<file path="config.mk">
export PLATFORM = sky130hd
export DESIGN_NAME = anab_regs
export DESIGN_NICKNAME = d
export VERILOG_FILES = /design/src/verilog/anab_pkg.sv /design/src/verilog/anab_regs.sv
export SDC_FILE = /design/constraint.sdc
export NUM_CORES = 1
export LEC_CHECK = 0
export ABC_AREA = 1
export BUFFER_PORTS_ARGS = -buffer_cell sky130_fd_sc_hd__buf_2
export CORE_MARGIN = 2
export CORE_UTILIZATION = 40
export CTS_BUF_LIST = sky130_fd_sc_hd__clkbuf_16
export DETAILED_ROUTE_END_ITERATION = 10
export PLACE_DENSITY_LB_ADDON = 0.3
export SYNTH_ARGS = -nofsm -noshare
export SYNTH_HDL_FRONTEND = slang
export SYNTH_SLANG_ARGS = --single-unit
export TNS_END_PERCENT = 30
</file>
<file path="constraint.sdc">
create_clock -name core_clk -period 1.95 [get_ports core_clk]
set_input_delay 0.2925 -clock core_clk [delete_from_list [all_inputs] [get_ports core_clk]]
set_output_delay 0.2925 -clock core_clk [all_outputs]
set_load 0.1 [all_outputs]
</file>
<file path="src/verilog/anab_pkg.sv">
// shared constants and types for the auto-negotiation ability registers
package anab_pkg;

	// register numbers on the management port
	localparam logic [4:0] ADDR_LOCAL_ADV = 5'h04;
	localparam logic [4:0] ADDR_PARTNER = 5'h05;
	localparam logic [4:0] ADDR_EXPANSION = 5'h06;

	// field positions
	localparam int BIT_NEXT_PAGE = 15;
	localparam int BIT_ACK = 14;
	localparam int BIT_REMOTE_FAULT = 13;
	localparam int BIT_ASYM_PAUSE = 11;
	localparam int BIT_PAUSE = 10;
	localparam int BIT_T4 = 9;
	localparam int BIT_TECH_LO = 5;
	localparam int BIT_TECH_HI = 8;
	localparam int BIT_SEL_HI = 4;
	localparam int BIT_PAGE_RCVD = 1;

	// writable and readable bits
	localparam logic [15:0] LOCAL_WR_MASK = 16'hAFFF;
	localparam logic [15:0] PARTNER_RD_MASK = 16'hEFFF;

	// selector codes
	localparam logic [4:0] SEL_IEEE_8023 = 5'h01;
	localparam logic [4:0] SEL_IEEE_8029 = 5'h02;
	localparam logic [4:0] SEL_RSVD_LO = 5'h00;
	localparam logic [4:0] SEL_RSVD_HI = 5'h1F;

	// reset value of the local word, straps overlay pause and technology bits
	localparam logic [15:0] LOCAL_RESET = 16'h0001;

	// strap count: one pause strap plus four technology straps
	localparam int STRAP_W = 5;

	// one management register access
	typedef struct packed {
		logic wr;
		logic rd;
		logic [4:0] addr;
		logic [15:0] wdata;
	} anab_req_t;

endpackage

</file>
<file path="src/verilog/anab_regs.sv">
// local advertisement and link partner ability registers
// Notes on behaviour
// - local bit 15 next page, read/write, resets to zero.
// - local bit 10 pause, read/write, one offers full-duplex pause.
// - pause reset value is taken from its strap pin after reset.
// - technology bits 8..5 load from led config pins after reset, stay writable.
// - bit 8 100TX full, 7 100TX, 6 10T full, 5 10T.
// - 100BASE-T4 bit 9 writable, resets zero, only advertised.
// - local bit 11 asymmetric pause, read/write, resets zero.
// - selector resets to 00001; 00001 802.3, 00010 802.9, 00000/11111 reserved.
// - partner register is read-only, no reset value; bit 15 partner next page.
// - partner bit 14 shows partner acknowledged our code word.
// - partner bits 10 and 11 show pause and asymmetric pause.
// - partner bits 8..5 show technologies with the local mapping.
// - partner bit 9 shows partner 100BASE-T4 ability.
// - partner bits 4..0 show partner selector, same encoding.
// - new base page loads partner register, sets flag cleared on read.
`timescale 1ns/1ps
`default_nettype none

module anab_regs (
	// clock and reset
	input wire logic core_clk,
	input wire logic rst_n,
	// configuration straps from pins
	input wire logic pause_cfg_pin,
	input wire logic [3:0] led_config_pins,
	// management access
	input wire anab_pkg::anab_req_t mgmt_req,
	output logic [15:0] mgmt_rdata,
	// received base page from the negotiation logic
	input wire logic page_rx_valid,
	input wire logic [15:0] page_rx_word,
	// state toward the negotiation logic
	output logic [15:0] local_adv_word,
	output logic page_rcvd
);

	logic [anab_pkg::STRAP_W-1:0] strap_meta_q;
	logic [anab_pkg::STRAP_W-1:0] strap_sync_q;
	logic strap_done_q;
	logic [15:0] local_q;
	logic [15:0] local_d;
	logic [15:0] partner_q;
	logic page_rcvd_q;
	logic page_rcvd_d;
	logic [15:0] rdata_q;
	logic [15:0] rdata_d;
	logic [15:0] strap_word;

	wire hit_local = mgmt_req.addr == anab_pkg::ADDR_LOCAL_ADV;
	wire hit_partner = mgmt_req.addr == anab_pkg::ADDR_PARTNER;
	wire hit_exp = mgmt_req.addr == anab_pkg::ADDR_EXPANSION;
	wire wr_local = mgmt_req.wr && hit_local;
	wire rd_exp = mgmt_req.rd && hit_exp;
	wire [15:0] partner_view = partner_q & anab_pkg::PARTNER_RD_MASK;
	wire [15:0] exp_view = {14'h0000, page_rcvd_q, 1'b0};

	// two-flop synchroniser for straps, straps are static levels
	always_ff @(posedge core_clk) begin
		strap_meta_q <= {pause_cfg_pin, led_config_pins};
		strap_sync_q <= strap_meta_q;
	end

	// reset value overlaid with straps
	always_comb begin
		strap_word = anab_pkg::LOCAL_RESET;
		strap_word[anab_pkg::BIT_PAUSE] = strap_sync_q[4];
		strap_word[anab_pkg::BIT_TECH_HI:anab_pkg::BIT_TECH_LO] = strap_sync_q[3:0];
	end

	// local word: strap load once after reset, then software writes
	always_comb begin
		local_d = local_q;
		if (!strap_done_q) begin
			local_d = strap_word;
		end else if (wr_local) begin
			local_d = mgmt_req.wdata & anab_pkg::LOCAL_WR_MASK;
		end
	end

	always_ff @(posedge core_clk) begin
		if (!rst_n) begin
			local_q <= anab_pkg::LOCAL_RESET;
			strap_done_q <= 1'b0;
		end else begin
			local_q <= local_d;
			strap_done_q <= 1'b1;
		end
	end

	// partner register holds the received word, no reset value
	always_ff @(posedge core_clk) begin
		if (page_rx_valid) begin
			partner_q <= page_rx_word;
		end
	end

	// page received: set wins over clear on read
	always_comb begin
		page_rcvd_d = page_rcvd_q;
		if (rd_exp) begin
			page_rcvd_d = 1'b0;
		end
		if (page_rx_valid) begin
			page_rcvd_d = 1'b1;
		end
	end

	// read data mux, unmapped numbers read zero
	always_comb begin
		rdata_d = 16'h0000;
		if (mgmt_req.rd && hit_local) begin
			rdata_d = local_q;
		end else if (mgmt_req.rd && hit_partner) begin
			rdata_d = partner_view;
		end else if (rd_exp) begin
			rdata_d = exp_view;
		end
	end

	always_ff @(posedge core_clk) begin
		if (!rst_n) begin
			page_rcvd_q <= 1'b0;
			rdata_q <= 16'h0000;
		end else begin
			page_rcvd_q <= page_rcvd_d;
			rdata_q <= rdata_d;
		end
	end

	assign mgmt_rdata = rdata_q;
	assign local_adv_word = local_q;
	assign page_rcvd = page_rcvd_q;

	// checks
	AST_NP_WRITE: assert property (@(posedge core_clk) disable iff (!rst_n)
		strap_done_q && wr_local |=> local_q[15] == $past(mgmt_req.wdata[15]))
		else $error("next page bit did not take written value");

	AST_PAUSE_WRITE: assert property (@(posedge core_clk) disable iff (!rst_n)
		strap_done_q && wr_local |=> local_q[10] == $past(mgmt_req.wdata[10]))
		else $error("pause bit did not take written value");

	AST_PAUSE_STRAP: assert property (@(posedge core_clk) disable iff (!rst_n)
		!strap_done_q |=> local_q[10] == $past(strap_sync_q[4]))
		else $error("pause strap not loaded");

	AST_TECH_STRAP: assert property (@(posedge core_clk) disable iff (!rst_n)
		!strap_done_q |=> local_q[8:5] == $past(strap_sync_q[3:0]))
		else $error("technology straps not loaded");

	AST_T4_ASYM: assert property (@(posedge core_clk) disable iff (!rst_n)
		strap_done_q && wr_local
		|=> local_q[9] == $past(mgmt_req.wdata[9]) && local_q[11] == $past(mgmt_req.wdata[11]))
		else $error("t4 or asymmetric pause bit wrong after write");

	AST_SEL_RESET: assert property (@(posedge core_clk) disable iff (!rst_n)
		$rose(rst_n) |-> local_q[4:0] == anab_pkg::SEL_IEEE_8023 && local_q[15] == 1'b0)
		else $error("selector or next page reset value wrong");

	AST_RSVD_ZERO: assert property (@(posedge core_clk) disable iff (!rst_n)
		strap_done_q |-> local_q[14] == 1'b0 && local_q[12] == 1'b0)
		else $error("reserved local bit set");

	AST_PARTNER_READ: assert property (@(posedge core_clk) disable iff (!rst_n)
		page_rx_valid ##1 (mgmt_req.rd && hit_partner && !page_rx_valid)
		|=> mgmt_rdata == ($past(page_rx_word, 2) & anab_pkg::PARTNER_RD_MASK))
		else $error("partner read does not show received word");

	AST_PAGE_SET: assert property (@(posedge core_clk) disable iff (!rst_n)
		page_rx_valid |=> page_rcvd_q ##1 (page_rcvd_q || $past(rd_exp)))
		else $error("page received flag not set or lost");

	AST_PAGE_CLEAR: assert property (@(posedge core_clk) disable iff (!rst_n)
		rd_exp && !page_rx_valid |=> !page_rcvd_q && mgmt_rdata[1] == $past(page_rcvd_q))
		else $error("page received flag not cleared on read");

	// local word checks
	AST_ASYM_RESET: assert property (@(posedge core_clk) disable iff (!rst_n)
		$rose(rst_n) |-> local_q[anab_pkg::BIT_ASYM_PAUSE] == 1'b0)
		else $error("asymmetric pause bit not zero after reset");

	AST_T4_RESET: assert property (@(posedge core_clk) disable iff (!rst_n)
		$rose(rst_n) |-> local_q[anab_pkg::BIT_T4] == 1'b0)
		else $error("t4 bit not zero after reset");

	AST_LOCAL_HOLD: assert property (@(posedge core_clk) disable iff (!rst_n)
		strap_done_q && !wr_local |=> local_q == $past(local_q))
		else $error("local word changed without a write");

	AST_STRAP_ONCE: assert property (@(posedge core_clk) disable iff (!rst_n)
		strap_done_q |=> strap_done_q)
		else $error("strap load repeated outside reset");

	AST_STRAP_DONE_SET: assert property (@(posedge core_clk) disable iff (!rst_n)
		!strap_done_q |=> strap_done_q)
		else $error("strap load not finished after one cycle");

	AST_SEL_STRAP: assert property (@(posedge core_clk) disable iff (!rst_n)
		!strap_done_q |=> local_q[anab_pkg::BIT_SEL_HI:0] == anab_pkg::SEL_IEEE_8023)
		else $error("selector wrong after strap load");

	AST_NP_STRAP: assert property (@(posedge core_clk) disable iff (!rst_n)
		!strap_done_q |=> local_q[15] == 1'b0 && local_q[11] == 1'b0 && local_q[9] == 1'b0)
		else $error("next page, asymmetric pause or t4 set after strap load");

	AST_TECH_WRITE: assert property (@(posedge core_clk) disable iff (!rst_n)
		strap_done_q && wr_local |=> local_q[8:5] == $past(mgmt_req.wdata[8:5]))
		else $error("technology bits did not take written value");

	AST_SEL_WRITE: assert property (@(posedge core_clk) disable iff (!rst_n)
		strap_done_q && wr_local
		|=> local_q[anab_pkg::BIT_SEL_HI:0] == $past(mgmt_req.wdata[anab_pkg::BIT_SEL_HI:0]))
		else $error("selector did not take written value");

	AST_RSVD_WRITE: assert property (@(posedge core_clk) disable iff (!rst_n)
		strap_done_q && wr_local |=> local_q[14] == 1'b0 && local_q[12] == 1'b0)
		else $error("reserved local bit taken from write");

	AST_STRAP_RSVD: assert property (@(posedge core_clk) disable iff (!rst_n)
		!strap_done_q |=> local_q[14] == 1'b0 && local_q[12] == 1'b0)
		else $error("reserved local bit set by strap load");

	AST_NO_WRITE_OTHER: assert property (@(posedge core_clk) disable iff (!rst_n)
		strap_done_q && mgmt_req.wr && !hit_local |=> local_q == $past(local_q))
		else $error("write to another register changed local word");

	// partner word checks
	AST_PARTNER_LOAD: assert property (@(posedge core_clk) disable iff (!rst_n)
		page_rx_valid |=> partner_q == $past(page_rx_word))
		else $error("partner word not loaded from page");

	AST_PARTNER_HOLD: assert property (@(posedge core_clk) disable iff (!rst_n)
		page_rx_valid ##1 !page_rx_valid |=> partner_q == $past(page_rx_word, 2))
		else $error("partner word changed without a page");

	AST_PARTNER_NP: assert property (@(posedge core_clk) disable iff (!rst_n)
		page_rx_valid |=> partner_view[anab_pkg::BIT_NEXT_PAGE] == $past(page_rx_word[15]))
		else $error("partner next page bit wrong");

	AST_PARTNER_ACK: assert property (@(posedge core_clk) disable iff (!rst_n)
		page_rx_valid |=> partner_view[anab_pkg::BIT_ACK] == $past(page_rx_word[14]))
		else $error("partner acknowledge bit wrong");

	AST_PARTNER_PAUSE: assert property (@(posedge core_clk) disable iff (!rst_n)
		page_rx_valid |=> partner_view[11:10] == $past(page_rx_word[11:10]))
		else $error("partner pause bits wrong");

	AST_PARTNER_TECH: assert property (@(posedge core_clk) disable iff (!rst_n)
		page_rx_valid |=> partner_view[8:5] == $past(page_rx_word[8:5]))
		else $error("partner technology bits wrong");

	AST_PARTNER_T4: assert property (@(posedge core_clk) disable iff (!rst_n)
		page_rx_valid |=> partner_view[anab_pkg::BIT_T4] == $past(page_rx_word[9]))
		else $error("partner t4 bit wrong");

	AST_PARTNER_SEL: assert property (@(posedge core_clk) disable iff (!rst_n)
		page_rx_valid |=> partner_view[4:0] == $past(page_rx_word[4:0]))
		else $error("partner selector wrong");

	AST_PARTNER_RSVD: assert property (@(posedge core_clk) disable iff (!rst_n)
		mgmt_req.rd && hit_partner |=> mgmt_rdata[12] == 1'b0)
		else $error("reserved partner bit read as one");

	// read port and flag checks
	AST_RD_IDLE: assert property (@(posedge core_clk) disable iff (!rst_n)
		!mgmt_req.rd |=> mgmt_rdata == 16'h0000)
		else $error("read data not zero without a read");

	AST_UNMAPPED_READ: assert property (@(posedge core_clk) disable iff (!rst_n)
		mgmt_req.rd && !hit_local && !hit_partner && !hit_exp |=> mgmt_rdata == 16'h0000)
		else $error("unmapped read not zero");

	AST_LOCAL_READ: assert property (@(posedge core_clk) disable iff (!rst_n)
		mgmt_req.rd && hit_local |=> mgmt_rdata == $past(local_q))
		else $error("local read does not show local word");

	AST_LOCAL_RD_WR: assert property (@(posedge core_clk) disable iff (!rst_n)
		mgmt_req.rd && wr_local |=> mgmt_rdata == $past(local_q))
		else $error("read with write did not return old local word");

	AST_EXP_RSVD: assert property (@(posedge core_clk) disable iff (!rst_n)
		rd_exp |=> mgmt_rdata[15:2] == 14'h0000 && mgmt_rdata[0] == 1'b0)
		else $error("flag register shows bits other than the flag");

	AST_EXP_READ_FLAG: assert property (@(posedge core_clk) disable iff (!rst_n)
		rd_exp |=> mgmt_rdata[anab_pkg::BIT_PAGE_RCVD] == $past(page_rcvd_q))
		else $error("flag read does not show flag");

	AST_PAGE_HOLD: assert property (@(posedge core_clk) disable iff (!rst_n)
		page_rcvd_q && !rd_exp |=> page_rcvd_q)
		else $error("page flag lost without a read");

	AST_PAGE_STAY_LOW: assert property (@(posedge core_clk) disable iff (!rst_n)
		!page_rcvd_q && !page_rx_valid |=> !page_rcvd_q)
		else $error("page flag set without a page");

	AST_PAGE_SET_WINS: assert property (@(posedge core_clk) disable iff (!rst_n)
		rd_exp && page_rx_valid |=> page_rcvd_q)
		else $error("clear on read beat a new page");

	AST_PAGE_RESET: assert property (@(posedge core_clk) disable iff (!rst_n)
		$rose(rst_n) |-> !page_rcvd_q && mgmt_rdata == 16'h0000)
		else $error("flag or read data not clear after reset");

endmodule

`default_nettype wire

</file>
## Word level (Yosys, flattened, before mapping)

Cells that the tools add are included.

| operators by class | value |
|---|---|
| bitwise operators | 1 |
| $lt $le $gt $ge | 0 |
| divide/modulo/power cells | 0 |
| muxes and demuxes | 8 |
| reduce and logical (&&, ||, !) cells | 8 |
| equality and inequality tests | 4 |
| shifts and indexed selects | 0 |
| add/subtract/negate cells | 0 |
| multipliers | 0 |

Operators by type and width:

| kind | count |
|---|---|
| 16-bit 2-to-1 mux | 2 |
| 11-bit 2-to-1 mux | 2 |
| 5-bit by 3-bit == test with 1-bit output, second input constant | 3 |
| 1-bit logical AND | 4 |
| 1-bit 2-to-1 mux | 3 |
| 3-bit OR reduction | 1 |
| 2-bit 2-to-1 mux | 1 |
| 2-bit by 1-bit != test with 1-bit output, second input constant | 1 |
| 2-bit AND reduction | 1 |
| 2-bit nonzero test | 1 |
| 2-bit OR reduction | 1 |
| 1-bit NOT | 1 |

| word-level totals | value |
|---|---|
| logic and storage cells | 31 |
| input port bits | 47 |
| output and inout bits | 33 |
| flip-flop bits (word level) | 58 |
| bits in read-only memories | 0 |
| bits in latches | 0 |
| memory bits (writable) | 0 |
| memories | 0 |

## Longest topological paths before layout

Gate-level depths: netlist of run 1.

| logic depth | value |
|---|---|
| depth after elaboration | 5 |
| depth in mapped cells | 7 |

## Worst setup path after synthesis of run 1

No wires, ideal clock.

| path | value |
|---|---|
| kind | flip-flop to flip-flop |
| start | register page_rcvd_q, in the netlist page_rcvd |
| end | register rdata_q[1], in the netlist mgmt_rdata[1] |
| path buffers | 0 |
| arrival | 1,296 ps |
| required time | 1,891 ps |
| clock period less this slack | 1,354 ps |
| stages on the path, launching flop included | 4 |
| slack | 596 ps |
| cells stage by stage | dfxtp_1 -> nand3_1 -> nand3_1 -> and2_1 |

| on the way | value |
|---|---|
| word-level cells in the longest chain between the ends | 3 |

RTL lines:

| element | line | text |
|---|---|---|
| from (decl) | anab_regs.sv:45 | `logic page_rcvd_q;` |
| from (signal assigned) | anab_regs.sv:127 | `page_rcvd_q <= page_rcvd_d;` |
| 2-bit 2-to-1 mux | anab_regs.sv:117 | `end else if (rd_exp) begin` |
| 16-bit 2-to-1 mux | anab_regs.sv:115 | `end else if (mgmt_req.rd && hit_partner) begin` |
| 16-bit 2-to-1 mux | anab_regs.sv:113 | `if (mgmt_req.rd && hit_local) begin` |
| to (signal assigned) | anab_regs.sv:128 | `rdata_q <= rdata_d;` |
| to (decl) | anab_regs.sv:47 | `logic [15:0] rdata_q;` |

Every way passes these cells.
A chain may end at the register's enable or synchronous reset.

## Worst setup path in the final report of run 1

| path | value |
|---|---|
| start | register local_q[7], in the netlist local_adv_word[7] |
| end | output port local_adv_word[7] |

RTL lines:

| element | line | text |
|---|---|---|
| from (decl) | anab_regs.sv:42 | `logic [15:0] local_q;` |
| from (signal assigned) | anab_regs.sv:84 | `local_q <= anab_pkg::LOCAL_RESET;` |
| from (signal assigned) | anab_regs.sv:87 | `local_q <= local_d;` |
| to (decl) | anab_regs.sv:35 | `output logic [15:0] local_adv_word,` |

No word-level cell between the ends.

==> results.ini, run 1 <==
[min_path]
holdPathStages=1
hold-path-endpoint=strap_meta_q[4]$_DFF_P_
hp-start=pause_cfg_pin
hold_class=input port to flop

[pwr]
powerDensity_nw_per_um2=925
pwr-share-comb_pct=9.1
p_sw_w=0.000532
p_seq_share_pct=55.2
p_int_w=0.00176
finalPower_w=0.00229
vdd_drop_max_v=0.000621
leakage_nw=1.17
power.share.switching_pct=23.3
p_clk_share_pct=35.7

[drt]
drtIter0Drc=71
vias=1539
ant_nets=0
vias_per_cell=4.57
drc=0
wirelength_microns=3950
wire_per_inst_microns=11.7
firstDrtPassIters=4

[yosys]
syn-cell-area_sq_um=1970
syn_avg_cell_area_sq_um=9.88
synthTopCellsByArea=dfxtp_1, edfxtp_1, a21oi_1, nand2_1, nand3_1
synth_flop_cell=dfxtp_1
synth_top_area_share_pct=41.7
yosysMostFrequentCell=dfxtp_1
ys_types=22
syn_inst=199
synth.ff_latch_count=56
synth_warnings=0
ys_seq_area_share_pct=64.6
synth-async-reset-ratio_pct=0
synth_edf_count=15
synth_commonest_cells=dfxtp_1, nand2_1, a21oi_1
synth_area_leader_cell=dfxtp_1

[clock_tree]
cts_buffers=5
cts_resized=0
clk_pin_slew_worst_paths_ns=0.06
cts_tree=built
clk_latency_ns=0.29
htreeDepth=2
cts-root-buf=clkbuf_16
postCtsHoldBufs=0
post_cts_buffers=0
cts_sinks=56
cts.path.max_buffers=2

[timing]
setup_viol=0
slew_viol_final=0
fin_crit_sh_pct=71.6
tns_ns=0
finalHoldViolCount=0
fin_crit_ns=1.40
relSlewSlack_pct=55.5
fmax_mhz=716
worst_pin_slew_ns=0.667
grt_setup_unrepaired=false
skew_ns=0.00435
holdWs_ns=0.106

[global_route]
antenna_found_initial=0
grt_pass1_wl_microns=6040
grt_max_degree=21
grt_util_all_layers_pct=15.0
grt_pass1_vias=1362
overflow=0

[place]
dp_hpwl_microns=2770
place_inst=329
place.gp.congestion=0.779
port_buffers=73

[worst_setup_path]
reg2reg_depth=4
path_cells=buf_2
start_kind=flop
slowest_stage=buf_2
end_kind=output port
r2r_slack_ns=0.62
cp.required_ns=1.66
r2r_start=strap_done_q$_DFF_P_
path_max_fanout=3
worst_path_largest_cell_delay_ns=0.45
crit_type=flop to output port
r2r-end=local_adv_word[13]$_SDFFE_PN0N_
worstPathArrival_ns=1.10
cp_top_family=buffers and inverters
path_buf_inv=1

[floorplan]
die-height_microns=74.1
start_util_pct=41.6
fp.dieW_microns=74.1
die_area_sq_um=5490
ios=80
coreArea_sq_um=4720
rows=25

[cells_and_area]
fillers=454
num_antenna_cells=0
finalNonFillerCells=337
final_util_pct=52.4
syn2layout_area_growth_pct=25.8
final_nets=316
drive_above_1_share_pct=32.2

[outcome]
status=complete, no violations

[run]
maxCapViolations=0

-- logic make-up (layout without fill, tap and decap cells) --
kind of cell | after synthesis | in the layout | synth area share [%]
compound gates | 32 | 32 | 8.14
flops | 56 | 56 | 64.6
simple gates | 81 | 81 | 19.5
other cells | 1 | 3 | 0.191
buf+inv | 29 | 98 | 7.57
-- routing by layer --
metal / wire length (microns) / track usage [%]
met1: 1670 / 17.2
met2: 1860 / 24.5
met3: 359 / 6.37
met4: 63 / 6.67
met5: 0 / 0
-- worst max path at each step --
stage	from	endpoint	slack, ns	depth (start not counted)
after detailed placement	mgmt_req[19]	local_adv_word[7]$_SDFFE_PN0P_	0.54	7
final	local_adv_word[7]$_SDFFE_PN0P_	local_adv_word[7]	0.55	1
after global placement	mgmt_req[19]	local_adv_word[10]$_SDFFE_PN0P_	0.56	7
after floorplan	page_rcvd$_SDFFE_PN0P_	mgmt_rdata[1]$_SDFF_PN0_	0.60	3
after global routing	strap_done_q$_DFF_P_	local_adv_word[2]$_SDFFE_PN0N_	0.46	4
after CTS	local_adv_word[7]$_SDFFE_PN0P_	local_adv_word[7]	0.54	1
-- area by class of cell --
cell class                      count  area [sq um]  share of cell area, %
Sequential cell                    56          1270                   51.4
Multi-Input combinational cell    116           554                   22.4
Timing Repair Buffer               73           365                   14.8
Clock buffer                        5           125                   5.06
Tap cell                           67          83.8                   3.39
Inverter                           17          63.8                   2.58
Clock inverter                      3          11.3                  0.455
-- per-stage QoR --
stage	worst slack (ns)	area [sq um]
after CTS	0.541	2470
after global routing	0.464	2470
after detailed placement	0.535	2340
final	0.554	2470
after floorplan	0.596	1970
after global placement	0.561	2340
-- registers in the layout, indices dropped and copies added (netlist names) --
name            cells
strap_done_q        1
partner_q          15
strap_sync_q        5
strap_meta_q        5
page_rcvd           1
mgmt_rdata         15
local_adv_word     14
-- placed cells by master (no fill, tap or decap), drive strengths merged --
| master | synthesis | routed |
|---|---|---|
| nand3 | 24 | 24 |
| nand2 | 34 | 34 |
| nor3 | 1 | 1 |
| dfxtp | 41 | 41 |
| buf | 9 | 73 |
| clkbuf | 3 | 5 |
| inv | 17 | 20 |
| conb | 1 | 3 |
| edfxtp | 15 | 15 |
| a21oi | 27 | 27 |
| o21ai | 5 | 5 |
| nor2 | 21 | 21 |
| and2 | 1 | 1 |
-- power groups by stage --
stage          clock network [W]  registers, W  logic (W)
3_5_place_dp                   0       0.00129   0.000210
5_1_grt                 0.000900       0.00127   0.000223
3_3_place_gp                   0       0.00129   0.000207
6_report                0.000818       0.00126   0.000208
2_1_floorplan                  0       0.00135  0.0000833
4_1_cts                 0.000845       0.00126   0.000210
(Power assumes the default switching activity.)
==> run 2: changes to the inputs <==
Clock period 1.95 ns to 1.12 ns, I/O delays scaled along.
==> run 2 against run 1 <==
Final cell count up 3.9%. Utilization up 13 points. Non-clock buffer count up 13. Power up 80%. Critical path type unchanged. Critical endpoint is now local_adv_word[4]. Largest power group unchanged. Highest routed layer unchanged.
==> results.ini, run 2 (same netlist as run 1, synthesis figures left out) <==
[timing]
fin_crit_ns=1.07
fin_crit_sh_pct=95.2
skew_ns=0.00253  ; was 0.00435 ns
setup_ws_ns=0.0543  ; was 0.554 ns
grt_setup_unrepaired=false  ; unchanged
finalHoldViolCount=0  ; unchanged
setup_viol=0  ; unchanged
fmax_mhz=938
tns_ns=0  ; unchanged
slew_viol_final=0  ; unchanged

[cells_and_area]
fillers=397  ; was 454
layout_common_cells=buf_2, dfxtp_1, buf_12, nand2_1, a21oi_1  ; was buf_2, dfxtp_1, nand2_1, a21oi_1, nand3_1
final_area_sq_um=3070  ; was 2470 sq um
final_nets=329  ; was 316
syn2layout_area_growth_pct=56.2  ; was 25.8%
final_util_pct=65.0  ; was 52.4%
num_antenna_cells=0  ; unchanged
drive_above_1_share_pct=36.7  ; was 32.2%
mostFrequentLayoutCell=buf_2  ; unchanged

[min_path]
hold_class=input port to flop  ; unchanged

[global_route]
antenna_found_initial=0  ; unchanged
grt_pass1_vias=1474  ; was 1362
grt_max_degree=17  ; was 21
overflow=0  ; unchanged
grt_pass1_wl_microns=6870  ; was 6040 microns
grt_util_all_layers_pct=16.9  ; was 15.0%

[floorplan]
rows=25  ; unchanged
die-height_microns=74.1  ; unchanged
start_util_pct=41.6  ; unchanged
coreArea_sq_um=4720  ; unchanged
fp.dieW_microns=74.1  ; unchanged
ios=80  ; unchanged
die_area_sq_um=5490  ; unchanged

[pwr]
leakage_nw=1.33  ; was 1.17 nW
p_sw_w=0.000971  ; was 0.000532 W
vdd_drop_max_v=0.000974  ; was 0.000621 V
p_int_w=0.00314  ; was 0.00176 W
power.share.switching_pct=23.6  ; was 23.3%
p_clk_share_pct=35.3  ; was 35.7%
powerDensity_nw_per_um2=1340  ; was 925 nW/um^2
pwr-share-comb_pct=11.1  ; was 9.1%
p_seq_share_pct=53.6  ; was 55.2%

[clock_tree]
clk_latency_ns=0.29  ; about the same
cts_tree=built  ; unchanged
cts.path.max_buffers=2  ; unchanged
post_cts_buffers=0  ; unchanged
htreeDepth=2  ; unchanged
cts_sinks=56  ; unchanged
cts_buffers=5  ; unchanged
cts-root-buf=clkbuf_16  ; unchanged
clk_pin_slew_worst_paths_ns=0.06  ; about the same

[worst_setup_path]
cp_top_family=flip-flops  ; was buffers and inverters
worstPathArrival_ns=0.90  ; was 1.10 ns
path_cells=buf_12  ; was buf_2
r2r_slack_ns=0.19  ; was 0.62 ns
crit_type=flop to output port  ; unchanged
end_kind=output port  ; unchanged
path_buf_inv=1  ; unchanged
slowest_stage=dfxtp_1  ; was buf_2
path_max_fanout=3  ; unchanged
worst_path_largest_cell_delay_ns=0.41  ; was 0.45 ns
start_kind=flop  ; unchanged
cp.required_ns=0.95  ; was 1.66 ns

[drt]
drc=0  ; unchanged
ant_nets=0  ; unchanged
firstDrtPassIters=4  ; unchanged
vias=1605  ; was 1539
drtIter0Drc=113  ; was 71
vias_per_cell=4.59  ; was 4.57
wire_per_inst_microns=12.2  ; was 11.7 microns
wirelength_microns=4280  ; was 3950 microns

[outcome]
status=complete, no violations  ; unchanged

[place]
place_ws_ns=-0.0375  ; was 0.535 ns
place.gp.congestion=0.796  ; was 0.779
dpl-instance-area_sq_um=2880  ; was 2340 sq um
dp_hpwl_microns=3220  ; was 2770 microns
port_buffers=73  ; unchanged

[run]
maxCapViolations=0  ; unchanged

## run 2: changes by cell type in the layout (fill, tap and decap cells not counted), sizes merged
| cell | delta |
|---|---|
| clkinv | +1 |
| dlygate4sd3 | +5 |
| buf | +8 |
| inv | -1 |
## run 2: repair_timing
action / CTS / global route
resized for setup: 0 / 1
hold buffers: 5 / 0
endpoints found under the hold margin: 5 / 0
endpoints found under the setup margin: 0 / 1
## run 2: final timing paths
| path | start | to | cells after the start |
|---|---|---|---|
| max reg2reg | strap_done_q$_DFF_P_ | local_adv_word[8]$_SDFFE_PN0P_ | 5 |
| min reg2reg | strap_meta_q[3]$_DFF_P_ | strap_sync_q[3]$_DFF_P_ | 0 |
| min | rst_n | strap_done_q$_DFF_P_ | 1 |
| max | local_adv_word[4]$_SDFFE_PN0N_ | local_adv_word[4] | 1 |
## run 2: power groups by stage
stage / Clock, W / Combinational, W / Sequential (W)
after CTS: 0.00149 / 0.000461 / 0.00220
after floorplan: 0 / 0.000145 / 0.00235
after global routing: 0.00156 / 0.000491 / 0.00221
after global placement: 0 / 0.000441 / 0.00225
final: 0.00145 / 0.000459 / 0.00220
after detailed placement: 0 / 0.000447 / 0.00225
## run 2: area by class of cell
class	count	area, sq um	share of cell area (%)
well taps	67	83.8	2.73
inverters	17	63.8	2.08
repair buffers	86	951	31.0
clock buffers	5	125	4.07
multi-input cells	116	554	18.0
flip-flops and latches	56	1280	41.8
clock inverters	3	11.3	0.367
## run 2: routing by layer
metal	up-vias	global-route usage (%)	share of wire (%)	wire (microns)
li1	804	-	-	-
met1	726	19.6	40	1720
met2	65	28.6	49	2110
met3	10	6.10	8.7	374
met4	0	6.46	1.9	80
met5	-	0	0	0
## run 2: stage by stage
stage	power, W	hold slack, ns	cells
2_1_floorplan	0.00250	0.196	201
3_3_place_gp	0.00269	0.270	337
3_5_place_dp	0.00270	0.272	337
4_1_cts	0.00415	0.0190	350
5_1_grt	0.00426	0.0241	350
6_report	0.00411	0.0261	350
